===== src/design/enum_id_cfg.svh =====
`ifndef ENUM_ID_CFG_SVH
`define ENUM_ID_CFG_SVH

// Register offsets on the serial control port
`define ENUM_ID_OFS_FIRST 8'h50
`define ENUM_ID_OFS_PART_HIGH 8'h53
`define ENUM_ID_OFS_PART_LOW 8'h54
`define ENUM_ID_OFS_CATEGORY 8'h55

// Field positions inside the 48-bit enumeration identifier
`define ENUM_ID_PART_HIGH_MSB 23
`define ENUM_ID_PART_HIGH_LSB 16
`define ENUM_ID_PART_LOW_MSB 15
`define ENUM_ID_PART_LOW_LSB 8
`define ENUM_ID_CATEGORY_MSB 7
`define ENUM_ID_CATEGORY_LSB 0

// Reset values (part number value is arbitrary)
`define ENUM_ID_PART_NUMBER_RST 16'h5A3C
`define ENUM_ID_CATEGORY_RST 8'h00
`define ENUM_ID_ZERO_BYTE 8'h00

// Frame counts in link clock bits
`define ENUM_ID_ADDR_BITS 4'h8
`define ENUM_ID_DATA_BITS 4'h8
`define ENUM_ID_LAST_BIT 4'h1

`endif


===== src/design/enum_id_pkg.sv =====
package enum_id_pkg;

  typedef enum logic [1:0] {
    ST_IDLE = 2'b00,
    ST_ADDR = 2'b01,
    ST_DATA = 2'b10,
    ST_SKIP = 2'b11
  } port_state_t;

  // Pins of the serial control port as seen by the device
  typedef struct packed {
    logic link_clk;
    logic data;
  } port_pins_in_t;

  typedef struct packed {
    logic data;
    logic data_oe_n;
  } port_pins_out_t;

endpackage : enum_id_pkg


===== src/design/enum_device_id_regs.sv =====
`timescale 1ns/1ps
`include "enum_id_cfg.svh"
module enum_device_id_regs #(
  parameter logic [15:0] PART_NUMBER_CODE = `ENUM_ID_PART_NUMBER_RST,
  parameter logic [7:0] CATEGORY_CODE = `ENUM_ID_CATEGORY_RST
) (
  // Clock and reset
  input wire logic clk_sys_in,
  input wire logic nrst_in,
  // Serial control port pins
  input wire enum_id_pkg::port_pins_in_t pins_in,
  output enum_id_pkg::port_pins_out_t pins_out,
  // Enumeration control and status
  input wire logic enum_exit_in,
  output logic enum_on_out,
  output logic clash_out
);
  import enum_id_pkg::*;

  // ----------------------------------------------------------------
  // Pin synchronisers
  // ----------------------------------------------------------------
  localparam int SYNC_PINS = 2;
  localparam int PIN_CLK = 0;
  localparam int PIN_DATA = 1;

  logic [SYNC_PINS-1:0] pin_raw;
  wire logic [SYNC_PINS-1:0] pin_safe;
  logic clk_line;
  logic data_line;
  logic clk_prev;
  logic clk_rise;
  logic clk_fall;

  assign pin_raw = {pins_in.data, pins_in.link_clk};

  // Two stages per pin; only the second stage is read by any logic
  for (genvar g = 0; g < SYNC_PINS; g++) begin : g_sync
    logic [1:0] stage;

    always_ff @(posedge clk_sys_in) begin
      if (!nrst_in) begin
        stage <= 2'b00;
      end else begin
        stage <= {stage[0], pin_raw[g]};
      end
    end

    assign pin_safe[g] = stage[1];
  end

  assign clk_line = pin_safe[PIN_CLK];
  assign data_line = pin_safe[PIN_DATA];

  // Reset level matches the idle link clock, so no false edge follows reset
  always_ff @(posedge clk_sys_in) begin
    if (!nrst_in) begin
      clk_prev <= 1'b0;
    end else begin
      clk_prev <= clk_line;
    end
  end

  assign clk_rise = clk_line & ~clk_prev;
  assign clk_fall = ~clk_line & clk_prev;

  // ----------------------------------------------------------------
  // Identifier byte lookup
  // ----------------------------------------------------------------
  logic [7:0] part_number_high_byte;
  logic [7:0] part_number_low_byte;
  logic [7:0] device_category_byte;
  logic [47:0] enum_identifier;

  // Read-only registers: contents fixed by the build parameters
  assign part_number_high_byte = PART_NUMBER_CODE[15:8];
  assign part_number_low_byte = PART_NUMBER_CODE[7:0];
  assign device_category_byte = CATEGORY_CODE;

  // Only the part number and class fields belong to this block
  always_comb begin
    enum_identifier = '0;
    enum_identifier[`ENUM_ID_PART_HIGH_MSB:`ENUM_ID_PART_HIGH_LSB] =
      part_number_high_byte;
    enum_identifier[`ENUM_ID_PART_LOW_MSB:`ENUM_ID_PART_LOW_LSB] =
      part_number_low_byte;
    enum_identifier[`ENUM_ID_CATEGORY_MSB:`ENUM_ID_CATEGORY_LSB] =
      device_category_byte;
  end

  function automatic logic owned(input logic [7:0] ofs);
    owned = (ofs == `ENUM_ID_OFS_PART_HIGH) || (ofs == `ENUM_ID_OFS_PART_LOW) ||
      (ofs == `ENUM_ID_OFS_CATEGORY);
  endfunction : owned

  function automatic logic [7:0] id_byte(input logic [7:0] ofs, input logic on,
    input logic [47:0] ident);
    id_byte = `ENUM_ID_ZERO_BYTE;
    if (on) begin
      case (ofs)
        `ENUM_ID_OFS_PART_HIGH: id_byte =
          ident[`ENUM_ID_PART_HIGH_MSB:`ENUM_ID_PART_HIGH_LSB];
        `ENUM_ID_OFS_PART_LOW: id_byte =
          ident[`ENUM_ID_PART_LOW_MSB:`ENUM_ID_PART_LOW_LSB];
        `ENUM_ID_OFS_CATEGORY: id_byte =
          ident[`ENUM_ID_CATEGORY_MSB:`ENUM_ID_CATEGORY_LSB];
        default: id_byte = `ENUM_ID_ZERO_BYTE;
      endcase
    end
  endfunction : id_byte

  // ----------------------------------------------------------------
  // Frame sequencer
  // ----------------------------------------------------------------
  port_state_t state;
  logic [3:0] bit_cnt;
  logic [7:0] addr_shift;
  logic [7:0] next_addr;
  logic [7:0] data_shift;
  logic driving;
  logic clash_now;
  logic addr_taken;
  logic enum_start;

  assign next_addr = {addr_shift[6:0], data_line};
  // Line read back at the falling edge differs from what was driven
  assign clash_now = (state == ST_DATA) && driving && clk_fall &&
    (data_line != pins_out.data);
  // The last address bit is taken at this link clock rise
  assign addr_taken = clk_rise && (state == ST_ADDR) &&
    (bit_cnt == `ENUM_ID_LAST_BIT);
  // Enumeration is entered only once the whole first offset has arrived
  assign enum_start = addr_taken && (next_addr == `ENUM_ID_OFS_FIRST);

  always_ff @(posedge clk_sys_in) begin
    if (!nrst_in) begin
      state <= ST_IDLE;
      bit_cnt <= 4'h0;
      addr_shift <= 8'h00;
    end else if (clk_rise) begin
      case (state)
        ST_IDLE: begin
          if (data_line) begin
            state <= ST_ADDR;
            bit_cnt <= `ENUM_ID_ADDR_BITS;
          end
        end
        ST_ADDR: begin
          addr_shift <= next_addr;
          if (bit_cnt == `ENUM_ID_LAST_BIT) begin
            state <= owned(next_addr) ? ST_DATA : ST_SKIP;
            bit_cnt <= `ENUM_ID_DATA_BITS;
          end else begin
            bit_cnt <= bit_cnt - 4'h1;
          end
        end
        ST_DATA, ST_SKIP: begin
          if (bit_cnt == 4'h0) begin
            state <= ST_IDLE;
          end else begin
            bit_cnt <= bit_cnt - 4'h1;
          end
        end
        default: state <= ST_IDLE;
      endcase
    end
  end

  // ----------------------------------------------------------------
  // Enumeration state
  // ----------------------------------------------------------------
  always_ff @(posedge clk_sys_in) begin
    if (!nrst_in) begin
      enum_on_out <= 1'b0;
    end else if (clash_now) begin
      enum_on_out <= 1'b0;
    end else if (enum_start) begin
      // A start in the same cycle as an exit request wins
      enum_on_out <= 1'b1;
    end else if (enum_exit_in) begin
      enum_on_out <= 1'b0;
    end
  end

  always_ff @(posedge clk_sys_in) begin
    if (!nrst_in) begin
      clash_out <= 1'b0;
    end else begin
      clash_out <= clash_now;
    end
  end

  // ----------------------------------------------------------------
  // Read data shifter and pin drive
  // ----------------------------------------------------------------
  always_ff @(posedge clk_sys_in) begin
    if (!nrst_in) begin
      data_shift <= 8'h00;
      driving <= 1'b0;
      pins_out <= '{data: 1'b0, data_oe_n: 1'b1};
    end else if (clash_now) begin
      data_shift <= 8'h00;
      pins_out.data <= 1'b0;
    end else if (clk_rise) begin
      // Enumeration state is sampled as the last address bit arrives
      if (addr_taken && owned(next_addr)) begin
        data_shift <= id_byte(next_addr, enum_on_out, enum_identifier);
      end else if (state == ST_DATA && bit_cnt != 4'h0) begin
        pins_out.data <= data_shift[7];
        pins_out.data_oe_n <= 1'b0;
        data_shift <= {data_shift[6:0], 1'b0};
        driving <= 1'b1;
      end else begin
        pins_out.data <= 1'b0;
        pins_out.data_oe_n <= 1'b1;
        driving <= 1'b0;
      end
    end
  end

endmodule : enum_device_id_regs


===== config.mk =====
export PLATFORM = sky130hd
export DESIGN_NAME = enum_device_id_regs
export DESIGN_NICKNAME = d
export VERILOG_FILES = /design/src/design/enum_id_pkg.sv /design/src/design/enum_device_id_regs.sv
export VERILOG_INCLUDE_DIRS = /design/src /design/src/design
export SDC_FILE = /design/constraint.sdc
export NUM_CORES = 1
export LEC_CHECK = 0
export ABC_AREA = 1
export BUFFER_PORTS_ARGS = -buffer_cell sky130_fd_sc_hd__buf_2
export CAP_MARGIN = 0
export CORE_ASPECT_RATIO = 1.4
export CORE_MARGIN = 3
export CORE_UTILIZATION = 60
export CTS_BUF_LIST = sky130_fd_sc_hd__clkbuf_8
export DETAILED_ROUTE_END_ITERATION = 8
export GPL_TIMING_DRIVEN = 0
export PLACE_DENSITY = 0.76
export SLEW_MARGIN = 25
export SYNTH_ARGS = -nofsm -noshare
export SYNTH_HDL_FRONTEND = slang
export SYNTH_SLANG_ARGS = --single-unit

===== constraint.sdc =====
create_clock -name clk_sys_in -period 2.1 [get_ports clk_sys_in]
set_input_delay 0.21 -clock clk_sys_in [delete_from_list [all_inputs] [get_ports clk_sys_in]]
set_output_delay 0.21 -clock clk_sys_in [all_outputs]
set_load 0.01 [all_outputs]

==> impl_metrics.env <==
export IMPL_syn_inst=205
export IMPL_powerDensity_nw_per_um2=691
export IMPL_fmax_ghz=0.591
export IMPL_met2_wirelength_um=1330
export IMPL_netlist_area_um2=1420
export IMPL_critical_path_endpoint_type="flip-flop"
export IMPL_worstPathMaxFanout=10
export IMPL_r2r_start="bit_cnt[0]"
export IMPL_fin_tns_setup_ns=0
export IMPL_grt_pass1_wl_um=4590
export IMPL_antenna_found_initial=0
export IMPL_antenna_cells=0
export IMPL_worstHoldPathType="primary input to flip-flop"
export IMPL_dieWidth_um=47.1
export IMPL_drive_gt1_frac=0.123
export IMPL_cts_resized_gates=0
export IMPL_cts_hold_buf=0
export IMPL_routed_wl_um=2550
export IMPL_p_leak_nw=0.833
export IMPL_worst_ep_arrival_time_ns=1.87
export IMPL_fillCellCount=200
export IMPL_maxCapViolCount=0
export IMPL_overflow=0
export IMPL_cts_tree="yes"
export IMPL_via_per_inst=5.03
export IMPL_clockBufferDepth=2
export IMPL_insertion_delay_ns=0.28
export IMPL_drv_slew=0
export IMPL_synth_top_flop_cell="dfxtp_1"
export IMPL_port_buffers=7
export IMPL_grt_pass1_vias=1110
export IMPL_synth_cell_types=24
export IMPL_cts_htree_levels=2
export IMPL_holdPathStages=3
export IMPL_pin_count=9
export IMPL_nNetsFinal=226
export IMPL_seq_area_frac_synth=0.424
export IMPL_rows=20
export IMPL_worstHoldStart="pins_in[1]"
export IMPL_crit_path_start_kind="flip-flop"
export IMPL_crit_type="flip-flop to flip-flop"
export IMPL_cts_setup_buffers=0
export IMPL_postRouteAntennaNets=0
export IMPL_drt_pass1_iterations=4
export IMPL_die_h_um=63.5
export IMPL_most_common_layout_cells="60 x nand2_1, 31 x inv_1, 30 x dfxtp_1"
export IMPL_vias=1217
export IMPL_setup_viol=0
export IMPL_syn2layout_area_growth_pct=10.9
export IMPL_ir_drop_uv=516
export IMPL_rsz0062_at_grt="no"
export IMPL_grt_max_degree=11
export IMPL_dp_hpwl_um=1930
export IMPL_highest_layer="met4"
export IMPL_final_common_cell="nand2_1"
export IMPL_start_util=0.643
export IMPL_worstMarginPinSlew_ns=0.393
export IMPL_cts_sink_count=30
export IMPL_synth_async_reset_ratio=0
export IMPL_met1_length_um=1090
export IMPL_period_minus_slack_ns=1.69
export IMPL_required_ns=2.28
export IMPL_dieArea_um2=2990
export IMPL_routabilityCongestion=0.846
export IMPL_synth_ff_latch_count=30
export IMPL_wl_per_cell_um=10.6
export IMPL_cts_reportedPaths_clkPinSlew_ns=0.06
export IMPL_hold_viol_final=0
export IMPL_slew_headroom=0.738
export IMPL_synth_fp_nets=212
export IMPL_avgSynthCellArea_um2=6.91
export IMPL_whs_ns=0.112
export IMPL_outcome="completed"
export IMPL_crit_start="bit_cnt[0]"
export IMPL_yosys_warnings=0
export IMPL_reg2reg_depth=11
export IMPL_synth_edf_count=0
export IMPL_drt_iter0_markers=28
export IMPL_cts_root_buf="clkbuf_8"
export IMPL_wl_met3_um=77
export IMPL_grt_total_usage=0.212
export IMPL_power_mw=1.09
export IMPL_drc=0
export IMPL_skew_ns=0.00781
export IMPL_core_um2=2200
export IMPL_fin_crit_sh=0.806
export IMPL_cts_buffers=5
-- state kept, by name, summed over array words and instances (netlist names) --
signal and cells:
addr_shift 7, bit_cnt 4, clash_out 1, clk_prev 1, data_shift 7, driving 1
enum_on_out 1, g_sync.stage 4, pins_out 2, state 2
-- synthesized netlist by cell type (2+ instances only) --
library cell,number,share of area
nand2_2,4,0.018
dfxtp_1,30,0.42
nand3_1,4,0.014
ha_1,2,0.018
inv_2,2,0.0053
a21oi_1,17,0.060
nand2_1,60,0.16
clkbuf_1,3,0.0079
nor2_4,2,0.016
inv_1,30,0.080
nand4_1,4,0.018
nor2_1,24,0.064
o21ai_0,12,0.042
-- critical path: stages, from the launching register on --
cell and delay, ns:
dfxtp_1 0.35, inv_1 0.08, ha_1 0.22, nand3_1 0.11, nand2_1 0.07, nor2_1 0.24, inv_1 0.09, nand2_2 0.08
nand2_2 0.06, buf_6 0.15, nor2_1 0.10, nor2_1 0.05
-- where the power goes --
| part | total [mW] | internal [mW] | switching [mW] | leakage (nW) |
|---|---|---|---|---|
| Sequential | 0.582 | 0.576 | 0.00521 | 0.243 |
| Combinational | 0.0395 | 0.0131 | 0.0264 | 0.537 |
| Clock | 0.464 | 0.259 | 0.205 | 0.0524 |
-- cells by family (layout without fill, tap and decap cells) --
logic type               after synthesis  after routing  synth area share
buffers and inverters                 36             51             0.101
adder cells (fa/ha/maj)                2              2            0.0177
XOR/XNOR                               1              1           0.00618
AND/OR/NAND/NOR                      103            103             0.326
AO/OA/AOI/OAI                         33             33             0.125
flip-flops                            30             30             0.424
-- final cells by class --
class / instances / area [µm²] / share of cell area
multi-input combinational: 139 / 673 / 0.429
inverter: 32 / 120 / 0.0765
sequential: 30 / 601 / 0.382
timing repair buffer: 7 / 35.0 / 0.0223
tap: 22 / 27.5 / 0.0175
buffer: 4 / 22.5 / 0.0143
clock inverter: 2 / 8.76 / 0.00558
clock buffer: 6 / 82.6 / 0.0526
-- worst paths after layout --
path | to | slack (ns)
worst max register to register | data_shift[5] | 0.41
worst min register to register | g_sync[1].stage[1] | 0.41
worst max-delay path | data_shift[5] | 0.41
worst min-delay path | g_sync[0].stage[0] | 0.11
-- layer usage --
metal	GRT usage	vias to the layer above
li1	-	659
met1	0.241	541
met2	0.344	11
met3	0.0686	6
met4	0.0934	0
met5	0	-
-- through the flow --
step                      setup WS [ns]   util  cell area [µm²]  instances
after detailed placement          0.423  0.672             1480        234
after floorplan                   0.628      -             1420        205
after global routing              0.200  0.713             1570        242
final                             0.408  0.713             1570        242
after global placement            0.460  0.672             1480        234
after CTS                         0.414  0.713             1570        242
(Power assumes the default switching activity.)
